[config.mk]
export PLATFORM = sky130hd
export DESIGN_NAME = camcd_top
export DESIGN_NICKNAME = d
export VERILOG_FILES = /design/src/camcd_pkg.sv /design/src/camcd_top.sv
export SDC_FILE = /design/constraint.sdc
export NUM_CORES = 1
export LEC_CHECK = 0
export BUFFER_PORTS_ARGS = -buffer_cell sky130_fd_sc_hd__buf_2
export CAP_MARGIN = 5
export CORE_MARGIN = 3
export CORE_UTILIZATION = 35
export CTS_CLUSTER_DIAMETER = 30
export DETAILED_ROUTE_END_ITERATION = 8
export GPL_ROUTABILITY_DRIVEN = 0
export GPL_TIMING_DRIVEN = 0
export SLEW_MARGIN = 15
export SYNTH_ARGS = -nofsm -noshare
export SYNTH_HDL_FRONTEND = slang
export SYNTH_SLANG_ARGS = --single-unit
[constraint.sdc]
create_clock -name clk -period 6.2 [get_ports clk]
set_input_delay 1.24 -clock clk [delete_from_list [all_inputs] [get_ports clk]]
set_output_delay 1.24 -clock clk [all_outputs]
set_load 0.01 [all_outputs]
[src/camcd_pkg.sv]
// Shared constants and types for the camera mode command decoder
package camcd_pkg;
  // Register byte offsets
  localparam logic [7:0] CAMCD_CMD_OFF = 8'h00;
  localparam logic [7:0] CAMCD_QSEL_OFF = 8'h04;
  localparam logic [7:0] CAMCD_QRESP_OFF = 8'h08;
  localparam logic [7:0] CAMCD_STAT_OFF = 8'h0C;
  // Command word fields
  localparam int CAMCD_CODE_LSB = 24;
  localparam int CAMCD_PARAM_W = 17;
  // Command codes
  localparam logic [7:0] CAMCD_C_ACQ = 8'h01;
  localparam logic [7:0] CAMCD_C_FRM = 8'h02;
  localparam logic [7:0] CAMCD_C_EXM = 8'h03;
  localparam logic [7:0] CAMCD_C_SCAN = 8'h04;
  localparam logic [7:0] CAMCD_C_WIDTH = 8'h05;
  localparam logic [7:0] CAMCD_C_LINES = 8'h06;
  localparam logic [7:0] CAMCD_C_MSEC = 8'h07;
  // Parameter letters, sent as ASCII
  localparam logic [16:0] CH_A = 17'h00041;
  localparam logic [16:0] CH_E = 17'h00045;
  localparam logic [16:0] CH_F = 17'h00046;
  localparam logic [16:0] CH_I = 17'h00049;
  localparam logic [16:0] CH_L = 17'h0004C;
  localparam logic [16:0] CH_N = 17'h0004E;
  localparam logic [16:0] CH_O = 17'h0004F;
  localparam logic [16:0] CH_S = 17'h00053;
  localparam logic [16:0] CH_T = 17'h00054;
  // Output width values
  localparam logic [16:0] W_12 = 17'h0000C;
  localparam logic [16:0] W_10 = 17'h0000A;
  localparam logic [16:0] W_8 = 17'h00008;
  // Setting limits and initial values
  localparam logic [16:0] LINES_MIN = 17'h00001;
  localparam logic [16:0] LINES_MAX = 17'h0B02C;
  localparam logic [16:0] LINES_INIT = 17'h001C4;
  localparam logic [16:0] MSEC_MIN = 17'h00001;
  localparam logic [16:0] MSEC_MAX = 17'h1869F;
  localparam logic [16:0] MSEC_INIT = 17'h00064;
  // Timing
  localparam int CLK_PERIOD_NS = 100;
  localparam int LINE_TIME_NS = 221400;
  localparam int LINE_CYC = LINE_TIME_NS / CLK_PERIOD_NS;
  localparam int MSEC_NS = 1000000;
  localparam int MSEC_CYC = MSEC_NS / CLK_PERIOD_NS;

  typedef enum logic [1:0] {FR_NORMAL = 2'h0, FR_SHUTTER = 2'h1, FR_FRAMEBL = 2'h2, FR_TIME = 2'h3} camcd_fr_t;
  typedef enum logic [1:0] {EX_EDGE = 2'h0, EX_TIME = 2'h1, EX_LEVEL = 2'h2} camcd_ex_t;
  typedef enum logic [1:0] {SC_BIN = 2'h0, SC_SUBARR = 2'h1, SC_INTERL = 2'h2, SC_OUTLINE = 2'h3} camcd_scan_t;
  typedef enum logic [1:0] {WD_12 = 2'h0, WD_10 = 2'h1, WD_8 = 2'h2} camcd_wd_t;

  typedef struct packed {
    logic acq_ext;
    camcd_fr_t fr_method;
    camcd_ex_t ex_method;
    camcd_scan_t scan;
    camcd_wd_t width;
  } camcd_modes_t;

  localparam camcd_modes_t MODES_INIT = '{acq_ext: 1'b0, fr_method: FR_NORMAL, ex_method: EX_EDGE,
                                         scan: SC_BIN, width: WD_12};
endpackage

[src/camcd_top.sv]
// Camera mode command decoder with exposure sequencer and pixel bus formatter
`timescale 1ns/1ps
`default_nettype none

// Notes on behaviour
// Acquire command takes N for free running or E for external start.
// With E, exposures start only from the external trigger.
// Free-run method command takes N, S, F or T.
// Method N exposes for the normal default duration.
// Method S times exposure with the electronic shutter length.
// Method F lengthens exposure by frame blanking.
// Method T exposes for the programmed millisecond time.
// External method command takes E, T or L.
// External E exposes for the shutter line count.
// External T exposes for the programmed millisecond time.
// External L exposes while the trigger stays high.
// Scan command takes S, A, I or O for readout pattern.
// Width 12 drives all twelve bits on the pixel bus.
// Width 10 drives the top ten bits on bus bits 9..0.
// Width 8 drives the top eight bits on bus bits 7..0.
// Shutter line count spans 1 to 45100, starts at 452.
// Millisecond time starts at 100 ms.
// Each setting can be read back through a query.
// Unknown parameters leave the setting unchanged.
module camcd_top
  import camcd_pkg::*;
#(
  parameter int MSEC_CYCLES = MSEC_CYC,
  parameter int NORMAL_LINES = 452,
  parameter int SHUTTER_LINES = 452,
  parameter int BLANK_FRAMES = 2,
  parameter int PIX_W = 12
)
(
  input wire logic clk,
  input wire logic rst,
  input wire logic hsel,
  input wire logic [31:0] haddr,
  input wire logic [1:0] htrans,
  input wire logic hwrite,
  input wire logic [2:0] hsize,
  input wire logic [31:0] hwdata,
  input wire logic hready,
  output logic [31:0] hrdata,
  output logic hreadyout,
  output logic hresp,
  input wire logic trig_in,
  input wire logic [PIX_W-1:0] pixel_in,
  input wire logic pixel_in_valid,
  output logic [PIX_W-1:0] pixel_bus,
  output logic pixel_bus_valid,
  output logic exposing,
  output logic readout_start,
  output camcd_modes_t modes
);

  typedef enum logic [2:0] {ST_IDLE = 3'b001, ST_EXPOSE = 3'b010, ST_READ = 3'b100} camcd_state_t;

  camcd_state_t state_reg;
  camcd_modes_t modes_reg;
  logic [16:0] lines_reg;
  logic [16:0] msec_reg;
  logic [7:0] qsel_reg;
  logic [31:0] cnt_reg;
  logic trig_d_reg;
  logic err_reg;
  logic wr_pend_reg;
  logic [7:0] wr_addr_reg;
  logic [31:0] hrdata_reg;
  logic [PIX_W-1:0] pixel_bus_reg;
  logic pixel_bus_valid_reg;
  logic exposing_reg;
  logic readout_reg;

  logic addr_take;
  logic cmd_wr;
  logic [7:0] cmd_code;
  logic [16:0] cmd_param;
  logic trig_rise;

  // Query answer for a command code; used only by bus reads of the query response
  function automatic logic [31:0] query_value(input logic [7:0] code, input camcd_modes_t m,
                                              input logic [16:0] lines, input logic [16:0] msec);
    logic [16:0] v;
    v = 17'h00000;
    case (code)
      CAMCD_C_ACQ: v = m.acq_ext ? CH_E : CH_N;
      CAMCD_C_FRM:
        case (m.fr_method)
          FR_SHUTTER: v = CH_S;
          FR_FRAMEBL: v = CH_F;
          FR_TIME: v = CH_T;
          default: v = CH_N;
        endcase
      CAMCD_C_EXM:
        case (m.ex_method)
          EX_TIME: v = CH_T;
          EX_LEVEL: v = CH_L;
          default: v = CH_E;
        endcase
      CAMCD_C_SCAN:
        case (m.scan)
          SC_SUBARR: v = CH_A;
          SC_INTERL: v = CH_I;
          SC_OUTLINE: v = CH_O;
          default: v = CH_S;
        endcase
      CAMCD_C_WIDTH:
        case (m.width)
          WD_10: v = W_10;
          WD_8: v = W_8;
          default: v = W_12;
        endcase
      CAMCD_C_LINES: v = lines;
      CAMCD_C_MSEC: v = msec;
      default: v = 17'h00000;
    endcase
    return {15'h0000, v};
  endfunction

  // Exposure length in clock cycles for the current settings
  function automatic logic [31:0] exp_cycles(input camcd_modes_t m, input logic [16:0] lines,
                                             input logic [16:0] msec);
    logic [31:0] c;
    c = 32'(NORMAL_LINES) * 32'(LINE_CYC);
    if (m.acq_ext)
    begin
      if (m.ex_method == EX_TIME)
        c = 32'(msec) * 32'(MSEC_CYCLES);
      else
        c = 32'(lines) * 32'(LINE_CYC);
    end
    else
    begin
      case (m.fr_method)
        FR_SHUTTER: c = 32'(SHUTTER_LINES) * 32'(LINE_CYC);
        FR_FRAMEBL: c = 32'(NORMAL_LINES) * 32'(LINE_CYC) * 32'(BLANK_FRAMES);
        FR_TIME: c = 32'(msec) * 32'(MSEC_CYCLES);
        default: c = 32'(NORMAL_LINES) * 32'(LINE_CYC);
      endcase
    end
    return c;
  endfunction

  assign addr_take = hsel && hready && htrans[1];
  assign cmd_wr = wr_pend_reg && (wr_addr_reg == CAMCD_CMD_OFF);
  assign cmd_code = hwdata[CAMCD_CODE_LSB +: 8];
  assign cmd_param = hwdata[CAMCD_PARAM_W-1:0];
  assign trig_rise = trig_in && !trig_d_reg;

  // Bus slave: zero wait state, always OKAY
  always_ff @(posedge clk)
  begin
    if (rst)
    begin
      wr_pend_reg <= 1'b0;
      wr_addr_reg <= 8'h00;
      hrdata_reg <= 32'h00000000;
    end
    else
    begin
      wr_pend_reg <= addr_take && hwrite;
      wr_addr_reg <= {haddr[7:2], 2'b00};
      hrdata_reg <= 32'h00000000;
      if (addr_take && !hwrite)
      begin
        case ({haddr[7:2], 2'b00})
          CAMCD_QSEL_OFF: hrdata_reg <= {24'h000000, qsel_reg};
          CAMCD_QRESP_OFF: hrdata_reg <= query_value(qsel_reg, modes_reg, lines_reg, msec_reg);
          CAMCD_STAT_OFF: hrdata_reg <= {26'h0000000, err_reg, state_reg, trig_in, modes_reg.acq_ext};
          default: hrdata_reg <= 32'h00000000;
        endcase
      end
    end
  end

  // Query selector
  always_ff @(posedge clk)
  begin
    if (rst)
      qsel_reg <= CAMCD_C_ACQ;
    else if (wr_pend_reg && wr_addr_reg == CAMCD_QSEL_OFF)
      qsel_reg <= hwdata[7:0];
  end

  // Command decode; a bad parameter only raises the error bit, which the next good command clears
  always_ff @(posedge clk)
  begin
    if (rst)
    begin
      modes_reg <= MODES_INIT;
      lines_reg <= LINES_INIT;
      msec_reg <= MSEC_INIT;
      err_reg <= 1'b0;
    end
    else if (cmd_wr)
    begin
      err_reg <= 1'b1;
      case (cmd_code)
        CAMCD_C_ACQ:
          if (cmd_param == CH_N || cmd_param == CH_E)
          begin
            modes_reg.acq_ext <= (cmd_param == CH_E);
            err_reg <= 1'b0;
          end
        CAMCD_C_FRM:
          if (cmd_param == CH_N || cmd_param == CH_S || cmd_param == CH_F || cmd_param == CH_T)
          begin
            modes_reg.fr_method <= (cmd_param == CH_S) ? FR_SHUTTER : (cmd_param == CH_F) ? FR_FRAMEBL :
                                   (cmd_param == CH_T) ? FR_TIME : FR_NORMAL;
            err_reg <= 1'b0;
          end
        CAMCD_C_EXM:
          if (cmd_param == CH_E || cmd_param == CH_T || cmd_param == CH_L)
          begin
            modes_reg.ex_method <= (cmd_param == CH_T) ? EX_TIME : (cmd_param == CH_L) ? EX_LEVEL : EX_EDGE;
            err_reg <= 1'b0;
          end
        CAMCD_C_SCAN:
          if (cmd_param == CH_S || cmd_param == CH_A || cmd_param == CH_I || cmd_param == CH_O)
          begin
            modes_reg.scan <= (cmd_param == CH_A) ? SC_SUBARR : (cmd_param == CH_I) ? SC_INTERL :
                              (cmd_param == CH_O) ? SC_OUTLINE : SC_BIN;
            err_reg <= 1'b0;
          end
        CAMCD_C_WIDTH:
          if (cmd_param == W_12 || cmd_param == W_10 || cmd_param == W_8)
          begin
            modes_reg.width <= (cmd_param == W_10) ? WD_10 : (cmd_param == W_8) ? WD_8 : WD_12;
            err_reg <= 1'b0;
          end
        CAMCD_C_LINES:
          if (cmd_param >= LINES_MIN && cmd_param <= LINES_MAX)
          begin
            lines_reg <= cmd_param;
            err_reg <= 1'b0;
          end
        CAMCD_C_MSEC:
          if (cmd_param >= MSEC_MIN && cmd_param <= MSEC_MAX)
          begin
            msec_reg <= cmd_param;
            err_reg <= 1'b0;
          end
        default: err_reg <= 1'b1;
      endcase
    end
  end

  // Exposure sequencer; the length is fixed at exposure start, but the level end test follows the live modes
  always_ff @(posedge clk)
  begin
    if (rst)
    begin
      state_reg <= ST_IDLE;
      cnt_reg <= 32'h00000000;
      exposing_reg <= 1'b0;
      readout_reg <= 1'b0;
      trig_d_reg <= 1'b0;
    end
    else
    begin
      trig_d_reg <= trig_in;
      readout_reg <= 1'b0;
      case (state_reg)
        ST_IDLE:
          if ((!modes_reg.acq_ext) ||
              (modes_reg.ex_method == EX_LEVEL && trig_in) ||
              (modes_reg.ex_method != EX_LEVEL && trig_rise))
          begin
            state_reg <= ST_EXPOSE;
            exposing_reg <= 1'b1;
            cnt_reg <= exp_cycles(modes_reg, lines_reg, msec_reg) - 32'h00000001;
          end
        ST_EXPOSE:
          if (modes_reg.acq_ext && modes_reg.ex_method == EX_LEVEL ? !trig_in : cnt_reg == 32'h00000000)
          begin
            state_reg <= ST_READ;
            exposing_reg <= 1'b0;
            readout_reg <= 1'b1;
          end
          else
            cnt_reg <= cnt_reg - 32'h00000001;
        ST_READ:
          state_reg <= ST_IDLE;
        default:
        begin
          state_reg <= ST_IDLE;
          exposing_reg <= 1'b0;
        end
      endcase
    end
  end

  // Pixel bus: narrower widths keep the most significant bits
  always_ff @(posedge clk)
  begin
    if (rst)
    begin
      pixel_bus_reg <= '0;
      pixel_bus_valid_reg <= 1'b0;
    end
    else
    begin
      pixel_bus_valid_reg <= pixel_in_valid;
      if (pixel_in_valid)
      begin
        case (modes_reg.width)
          WD_10: pixel_bus_reg <= {2'b00, pixel_in[PIX_W-1:2]};
          WD_8: pixel_bus_reg <= {4'h0, pixel_in[PIX_W-1:4]};
          default: pixel_bus_reg <= pixel_in;
        endcase
      end
    end
  end

  assign hrdata = hrdata_reg;
  assign hreadyout = 1'b1;
  assign hresp = 1'b0;
  assign pixel_bus = pixel_bus_reg;
  assign pixel_bus_valid = pixel_bus_valid_reg;
  assign exposing = exposing_reg;
  assign readout_start = readout_reg;
  assign modes = modes_reg;
endmodule

`default_nettype wire

==> flow_summary.yaml, run 1 <==
routing:
  avgRoutedWirePerCell_um: 18.7
  drc: 0
  drt_first_pass_iters: 8
  vias_per_cell: 5.47
  wl_mm: 44.1
  vias: 12900
  detail-route-antenna-nets: 0
  drt_iter0_drc: 1143
power:
  leakage_nw: 7.09
  vdd_drop_max_uv: 162
  power_density_mw_per_mm2: 138
floorplanning:
  pin_count: 146
  core_area_mm2: 0.0380
  start_util_pct: 35.8
  fp.dieH_um: 203
  rows: 71
  die-area_mm2: 0.0413
  dieWidth_um: 203
cts:
  cts_tree: "built"
  cts.sinks: 127
  htree_num_levels: 4
  clkTransAtPathRegs_ps: 70
  clock_path_buffers: 2
  insertion_delay_ps: 440
  hold_buffers: 0
  numCtsBuffers: 17
  cts_root_buf: "clkbuf_16"
sta:
  timing.final.crit_period_ps: 5990
  maxSlewViolCount: 0
  tightest_slew_ps: 884
  finalSetupViolCount: 0
  hold_ws_ps: 470
  setup-tns-final_ps: 0
  fin_crit_sh_pct: 96.6
  hold_viol: 0
  fmax_ghz: 0.167
  slew_headroom_pct: 40.5
  skew_ps: 14.0
setup_path:
  worst_setup_path_start_kind: "flip-flop"
  crit_fanout: 6
  cp_data_required_time_ps: 6540
  cp.arrival_ps: 6330
  worst-setup-path-type: "reg2reg"
  critical_path.endpoint_type: "flip-flop"
outcome:
  status: "completed"
synth:
  ys_seq_area_share_pct: 18.7
  async_flop_share_pct: 0
  synthDistinctLibCells: 90
  ys_warn_count: 0
  synthCells: 1705
  avgSynthCellArea_um2: 7.98
  synth_area_mm2: 0.0136
  synth_edf_count: 0
  yosys_register_bits: 127
  synth_ff_type: "dfxtp_1"
layout:
  area_growth_pct: 14.6
  layout_common_cells: "inv_1, nor2_1, ha_1"
  postLayoutCellArea_mm2: 0.0156
  fin_util_pct: 41.0
  layout_commonest_cell: "inv_1"
  nets: 2161
  regArea_mm2: 0.00256
  drive_above_1_share_pct: 12.2
  largest_reg_flops: 32
  antenna-diode-count: 0
  num-fill-cells: 3940
  multiInputGateArea_mm2: 0.0100
placed_design:
  dpl.hpwl_mm: 35.9
  dpl-instance-area_mm2: 0.0147
  io_buffer_count: 84
min_path:
  hold_class: "reg2reg"
global_routing:
  antenna_found_initial: 1
  grt_use_total_pct: 20.9
  overflow: 0
  grt_pass1_vias: 12100
  grt_pass1_wl_mm: 68.5
  grt_max_degree: 17
job:
  maxCapViolations: 0
-- cells in the mapped netlist, types with 17 or more instances --
master	count	area [um2]
nor2_1	166	623
inv_1	228	856
a21oi_1	103	515
a211oi_1	21	158
a22oi_1	24	180
dfxtp_1	127	2540
nand3_1	33	165
buf_4	21	158
a31oi_1	19	119
nor2b_1	23	144
ha_1	164	2050
fa_1	73	1460
clkbuf_1	56	210
nand4_1	24	150
o21ai_0	71	355
nor3_1	36	180
nand2_1	124	465
nor4_1	17	106
mux2i_1	63	631
nand2b_1	20	125
-- logic make-up (layout without fill, tap and decap cells) --
family                   Yosys count  count (layout)  share of synthesized area, %
multiplexers                      70              70                          5.21
AO/OA/AOI/OAI                    382             382                          19.0
adder cells (fa/ha/maj)          237             237                          25.8
flip-flops                       127             127                          18.7
other                              2              17                        0.0552
buffers and inverters            318             446                          9.45
AND/OR/NAND/NOR                  541             541                          20.0
XOR/XNOR                          28              28                          1.80
-- power breakdown --
group / switching [mW] / internal [mW]
Sequential: 0.0326 / 0.843
Clock: 0.401 / 0.590
Combinational: 0.186 / 0.0952
Total: 0.620 / 1.53
-- final timing paths --
path / slack [ps] / startpoint / cells past startpoint / end
hold reg to reg: 470 / cnt_reg[19]$_SDFFE_PP0P_ / 2 / cnt_reg[19]$_SDFFE_PP0P_
setup reg to reg: 210 / msec_reg[5]$_SDFFE_PP1P_ / 22 / cnt_reg[27]$_SDFFE_PP0P_
hold / removal: 470 / cnt_reg[19]$_SDFFE_PP0P_ / 2 / cnt_reg[19]$_SDFFE_PP0P_
setup / recovery: 210 / msec_reg[5]$_SDFFE_PP1P_ / 22 / cnt_reg[27]$_SDFFE_PP0P_
-- layer usage --
metal | GRT usage (%) | vias to the layer above | routed length (um)
met2 | 32.6 | 496 | 19700
met5 | 0 | - | 13
met3 | 3.06 | 68 | 2830
met4 | 7.28 | 2 | 1370
li1 | - | 6212 | -
met1 | 29.6 | 6117 | 20100
-- critical path: stages, from the launching register on --
cell and delay (ps):
dfxtp_2 450, clkinvlp_4 180, buf_4 170, fa_1 480, inv_1 50, ha_1 270
ha_1 270, ha_1 270, inv_1 50, fa_1 490, inv_1 40, ha_1 380
and2_1 230, nand3_1 270, a211oi_2 380, nor3_4 100, buf_4 140, xnor2_1 130
a221o_1 470, nor4bb_4 340, nand3_2 150, or4_1 480, o311ai_0 100
-- area by class of cell --
cell class,instances,share of cell area (%)
Clock buffer,18,2.75
Tap cell,511,4.10
Multi-Input combinational cell,1275,64.1
Timing Repair Buffer,98,3.37
Clock inverter,13,0.915
Inverter,228,5.56
Sequential cell,127,16.4
Buffer,89,2.75
-- per-stage QoR --
step,total power [mW],cells,setup slack (ps)
global route,2.22,2359,-30.1
detailed placement,1.16,2315,-624
finish,2.15,2359,209
CTS,2.15,2346,14.5
floorplan,1.06,1720,522
global placement,1.16,2315,-623
-- timing repair --
| item | 4_1_cts | 5_1_grt |
|---|---|---|
| setup buffers | 0 | 14 |
| resized for setup | 15 | 32 |
| pin swaps | 1 | 7 |
| endpoints found under the setup margin | 11 | 10 |
Power figures use the tool's default switching activity.
==> run 2: changes to the inputs <==
--- a/config.mk
+++ b/config.mk
@@ -8,7 +8,7 @@
 export BUFFER_PORTS_ARGS = -buffer_cell sky130_fd_sc_hd__buf_2
 export CAP_MARGIN = 5
 export CORE_MARGIN = 3
-export CORE_UTILIZATION = 35
+export CORE_UTILIZATION = 33
 export CTS_CLUSTER_DIAMETER = 30
 export DETAILED_ROUTE_END_ITERATION = 8
 export GPL_ROUTABILITY_DRIVEN = 0
==> run 2 against run 1 <==
Effect of this change:
- critical endpoint is now cnt_reg[29]$_SDFFE_PP0P_
- sequential cell count did not move
- final area rose by 0.26%
- highest routed layer is now met4
- routed wire length rose by 1.1%
- clock power rose by 7%
- sequential power barely moved
==> flow_summary.yaml, run 2 (synthesized netlist as in run 1, its figures left out) <==
routing:
  vias: 13000
  avgRoutedWirePerCell_um: 18.8
  vias_per_cell: 5.50
  wl_mm: 44.6
  drt_iter0_drc: 1336
  detail-route-antenna-nets: 0
  drc: 0
  drt_first_pass_iters: 6
sta:
  slew_headroom_pct: 34.6
  fmax_ghz: 0.167
  fin_crit_sh_pct: 96.8
  finalSetupViolCount: 0
  timing.final.crit_period_ps: 6000
  maxSlewViolCount: 0
  hold_viol: 0
  tightest_slew_ps: 973
  skew_ps: 15.2
setup_path:
  cp_data_required_time_ps: 6590
  worst_setup_path_start_kind: "flip-flop"
  worst-setup-path-type: "reg2reg"
  crit_chain: "clkinvlp_4 > buf_4 > fa_1 > inv_1 > ha_1 > ha_1 > ha_1 > inv_1 > fa_1 > inv_1 > ha_1 > and2_1 > a221oi_4 > a211oi_1 > nor3_4 > o211ai_1 > xor2_1 > a211o_2 > or3_1 > or4_1 > nand3_1"
  cp_slowest_stage_delay_ps: 530
  cpMostUsedCell: "ha_1"
  path_delay_family: "adder cells"
  cp.arrival_ps: 6400
  crit_fanout: 7
  crit_slowest_cell: "or4_1"
  critical_path.endpoint_type: "flip-flop"
  critPathBufInv: 5
layout:
  layout_common_cells: "inv_1, nor2_1, ha_1"
  layout_commonest_cell: "inv_1"
  final_cells: 2373
  drive_above_1_share_pct: 11.9
  postLayoutCellArea_mm2: 0.0156
  nets: 2160
  largest_reg_flops: 32
  area_growth_pct: 14.8
cts:
  numCtsBuffers: 17
  clock_path_buffers: 2
  htree_num_levels: 4
  insertion_delay_ps: 450
  cts.sinks: 127
  clkTransAtPathRegs_ps: 70
  cts_tree: "built"
  hold_buffers: 0
  cts_root_buf: "clkbuf_16"
floorplanning:
  dieWidth_um: 209
  fp.dieH_um: 209
  die-area_mm2: 0.0437
  core_area_mm2: 0.0403
  pin_count: 146
  start_util_pct: 33.8
  rows: 73
power:
  power_density_mw_per_mm2: 142
  leakage_nw: 7.08
  vdd_drop_max_uv: 186
placed_design:
  place_inst: 2329
  dpl-instance-area_mm2: 0.0147
  io_buffer_count: 84
  dpl.hpwl_mm: 35.9
job:
  maxCapViolations: 0
min_path:
  hold_class: "reg2reg"
global_routing:
  grt_pass1_wl_mm: 68.3
  antenna_found_initial: 1
  grt_max_degree: 17
  grt_pass1_vias: 12200
  overflow: 0
  grt_use_total_pct: 19.7
outcome:
  status: "completed"
[run 2: changes by cell type in the layout (fill, tap and decap cells not counted), sizes merged]
cell      previous run  this run
clkinv               8         1
buf                130       128
clkinvlp             5         7
bufinv               2         3
inv                226       228
diode                0         1
clkbuf              75        78
[run 2: final timing paths]
path | startpoint | end | slack [ps] | cells past startpoint
worst min-delay path | pixel_bus[11]$_SDFFE_PP0P_ | pixel_bus[11]$_SDFFE_PP0P_ | 480 | 2
worst max-delay path | msec_reg[5]$_SDFFE_PP1P_ | cnt_reg[29]$_SDFFE_PP0P_ | 200 | 21
worst max register to register | msec_reg[5]$_SDFFE_PP1P_ | cnt_reg[29]$_SDFFE_PP0P_ | 200 | 21
worst min register to register | pixel_bus[11]$_SDFFE_PP0P_ | pixel_bus[11]$_SDFFE_PP0P_ | 480 | 2
[run 2: area by class of cell]
cell class	count	area, um2
Fill cell	4099	24600
Multi-Input combinational cell	1275	9980
Sequential cell	127	2570
Inverter	228	867
Tap cell	525	657
Timing Repair Buffer	97	518
Clock buffer	20	457
Buffer	89	432
Clock inverter	11	155
Antenna cell	1	2.50
[run 2: report_power, final]
part	internal, mW	switching (mW)	total, mW
Combinational	0.0942	0.192	0.286
Clock	0.655	0.405	1.06
Sequential	0.842	0.0328	0.874
[run 2: per-stage QoR]
stage,util [%],power (mW),setup slack [ps],TNS [ps],hold WS (ps)
floorplan,-,1.06,522,0,440
global placement,36.6,1.16,-564,-3300,460
detailed placement,36.6,1.17,-727,-4980,476
CTS,38.3,2.22,4.93,0,485
global route,38.8,2.29,-40.1,-40.1,503
finish,38.8,2.22,196,0,478
[run 2: worst min-delay path, cell delays in order (launching register included)]
cell	delay [ps]
dfxtp_1	310
nand2b_1	70
a21oi_1	50
[run 2: repair_timing]
| item | 4_1_cts | 5_1_grt |
|---|---|---|
| resized for setup | 13 | 31 |
| pin swaps | 0 | 10 |
| cloned | 0 | 0 |
| buffers inserted | 0 | 13 |
| endpoints found under the setup margin | 11 | 12 |
[run 2: per-layer routing]
layer  vias up  GRT usage, %  part of all wire, %
li1       6218             -                    -
met1      6181          26.6                   44
met2       538          30.0                   43
met3       111          3.41                  6.9
met4         0          10.2                  5.3
met5         -             0                    0
==> run 3: changes to the inputs <==
--- a/config.mk
+++ b/config.mk
@@ -13,6 +13,7 @@
 export DETAILED_ROUTE_END_ITERATION = 8
 export GPL_ROUTABILITY_DRIVEN = 0
 export GPL_TIMING_DRIVEN = 0
+export PLACE_DENSITY = 0.61
 export SLEW_MARGIN = 15
 export SYNTH_ARGS = -nofsm -noshare
 export SYNTH_HDL_FRONTEND = slang
==> constraint.sdc (replaced) <==
create_clock -name clk -period 6.2 [get_ports clk]
set_input_delay 1.24 -clock clk [delete_from_list [all_inputs] [get_ports clk]]
set_output_delay 1.24 -clock clk [all_outputs]
set_load 0.02 [all_outputs]
==> run 3 against run 2 <==
Effect of this change:
- final area shrank 0.63%
- critical path depth unchanged
- register-to-register slack about the same
- combinational power up 2%
- clock-buffer cell count decreased by 2
- clock skew rose by 7.5 ps
- critical path type unchanged
- critical endpoint unchanged
==> flow_summary.yaml, run 3 (synthesized netlist as in run 1, its figures left out) <==
outcome:
  status: "completed"
sta:
  fmax_ghz: 0.167
  hold_ws_ps: 467
  finalWorstSetupSlack_ps: 204
  finalSetupViolCount: 0
  slew_headroom_pct: 39.2
  timing.final.crit_period_ps: 6000
  setup-tns-final_ps: 0
  hold_viol: 0
  skew_ps: 22.7
  fin_crit_sh_pct: 96.7
  maxSlewViolCount: 0
  tightest_slew_ps: 904
setup_path:
  r2r_start: "msec_reg[5]$_SDFFE_PP1P_"
  ff2ff_setup_slack_ps: 200
  crit_chain: "clkinvlp_4 > buf_4 > fa_1 > inv_1 > ha_1 > ha_1 > ha_1 > inv_1 > fa_1 > inv_1 > ha_1 > and2_1 > a221oi_4 > a211oi_1 > nor3_4 > o211ai_1 > xor2_1 > a211o_1 > or3_1 > or4_1 > nand3_1"
  path_delay_family: "adder cells"
  cpMostUsedCell: "ha_1"
  crit_slowest_cell: "or4_1"
  critical_path.endpoint_type: "flip-flop"
  cp.arrival_ps: 6390
  crit_fanout: 7
  cp_slowest_stage_delay_ps: 520
  regToRegEndpoint: "cnt_reg[29]$_SDFFE_PP0P_"
  endpoint: "cnt_reg[29]$_SDFFE_PP0P_"
  critPathLaunch: "msec_reg[5]$_SDFFE_PP1P_"
  worst_setup_path_start_kind: "flip-flop"
  cp_data_required_time_ps: 6600
  critPathBufInv: 5
  r2r_cells: 21
  crit_cells: 21
  worst-setup-path-type: "reg2reg"
cts:
  hold_buffers: 0
  clock_path_buffers: 2
  htree_num_levels: 4
  cts.sinks: 127
  cts_tree: "built"
  insertion_delay_ps: 460
  clkTransAtPathRegs_ps: 70
  cts_root_buf: "clkbuf_16"
  numCtsBuffers: 17
layout:
  area_growth_pct: 14.1
  layout_commonest_cell: "inv_1"
  final_cells: 2369
  postLayoutCellArea_mm2: 0.0155
  drive_above_1_share_pct: 11.9
  nets: 2156
  layout_common_cells: "inv_1, nor2_1, ha_1"
  largest_reg_flops: 32
  fin_util_pct: 38.6
  antenna-diode-count: 0
floorplanning:
  dieWidth_um: 209
  rows: 73
  start_util_pct: 33.8
  pin_count: 146
  fp.dieH_um: 209
  die-area_mm2: 0.0437
  core_area_mm2: 0.0403
routing:
  drt_iter0_drc: 1347
  avgRoutedWirePerCell_um: 18.8
  drt_first_pass_iters: 7
  vias: 13100
  drc: 0
  wl_mm: 44.5
  detail-route-antenna-nets: 0
  vias_per_cell: 5.54
global_routing:
  grt_pass1_wl_mm: 68.3
  grt_use_met3_pct: 3.39
  overflow: 0
  grt_use_total_pct: 19.7
  grt.met1_usage_pct: 26.9
  grt_util_met2_pct: 30.9
  busiest_layer: "met2"
  grt_pass1_vias: 12000
  grt_max_degree: 17
  antenna_found_initial: 1
power:
  leakage_nw: 7.04
  vdd_drop_max_uv: 205
  power_density_mw_per_mm2: 139
  total_power_mw: 2.16
placed_design:
  dpl-instance-area_mm2: 0.0147
  io_buffer_count: 84
  post-place-ws_ps: -678
  dpl.hpwl_mm: 35.7
  place_inst: 2329
min_path:
  hold_class: "reg2reg"
job:
  maxCapViolations: 0
==> run 3: cell count changes in the layout (fill, tap and decap cells not counted), moves of 2 or more <==
cell | previous run | this run
o21ai_1 | 4 | 6
clkbuf_8 | 2 | 0
buf_4 | 34 | 30
a21oi_1 | 102 | 99
bufinv_16 | 3 | 1
dfxtp_2 | 5 | 7
a21oi_2 | 1 | 4
clkinv_2 | 0 | 2
o21ai_0 | 70 | 68
inv_2 | 0 | 2
clkinv_4 | 1 | 3
==> run 3: where the power goes <==
part | total (mW) | internal, mW | leakage, nW | switching, mW
clock network | 0.991 | 0.556 | 0.265 | 0.435
registers | 0.874 | 0.842 | 1.04 | 0.0318
logic | 0.293 | 0.0939 | 5.74 | 0.199
==> run 3: layout make-up <==
| type | count | area (um2) |
|---|---|---|
| Sequential cell | 127 | 2570 |
| Tap cell | 525 | 657 |
| Clock inverter | 14 | 134 |
| Clock buffer | 18 | 429 |
| Timing Repair Buffer | 93 | 488 |
| Buffer | 89 | 430 |
| Multi-Input combinational cell | 1275 | 9960 |
| Fill cell | 4125 | 24700 |
| Inverter | 228 | 863 |
==> run 3: worst min path at each step <==
stage / startpoint / cells past startpoint / endpoint / slack (ps)
final: cnt_reg[12]$_SDFFE_PP0P_ / 2 / cnt_reg[12]$_SDFFE_PP0P_ / 470
after global routing: cnt_reg[12]$_SDFFE_PP0P_ / 2 / cnt_reg[12]$_SDFFE_PP0P_ / 500
after CTS: cnt_reg[12]$_SDFFE_PP0P_ / 2 / cnt_reg[12]$_SDFFE_PP0P_ / 470
after detailed placement: cnt_reg[12]$_SDFFE_PP0P_ / 2 / cnt_reg[12]$_SDFFE_PP0P_ / 460
after global placement: pixel_bus[11]$_SDFFE_PP0P_ / 2 / pixel_bus[11]$_SDFFE_PP0P_ / 460
after floorplan: cnt_reg[8]$_SDFFE_PP0P_ / 2 / cnt_reg[8]$_SDFFE_PP0P_ / 440
==> run 3: tightest hold or removal path, delay by kind of cell (launching register included) <==
| kind | cells | cell delay, ps |
|---|---|---|
| compound gates | 1 | 50 |
| flops | 1 | 320 |
| simple gates | 1 | 50 |
==> run 3: timing repair <==
action / 4_1_cts / 5_1_grt
setup buffers: 1 / 8
setup endpoints to repair: 11 / 13
endpoints found under the hold margin: 0 / 0
gates cloned: 0 / 0
pin swaps: 3 / 3
resized for setup: 11 / 35
==> run 3: routing by layer <==
| layer | vias up | wire, um |
|---|---|---|
| met1 | 6290 | 19600 |
| li1 | 6212 | - |
| met2 | 537 | 20100 |
| met4 | 0 | 1680 |
| met5 | - | 0 |
| met3 | 79 | 3060 |
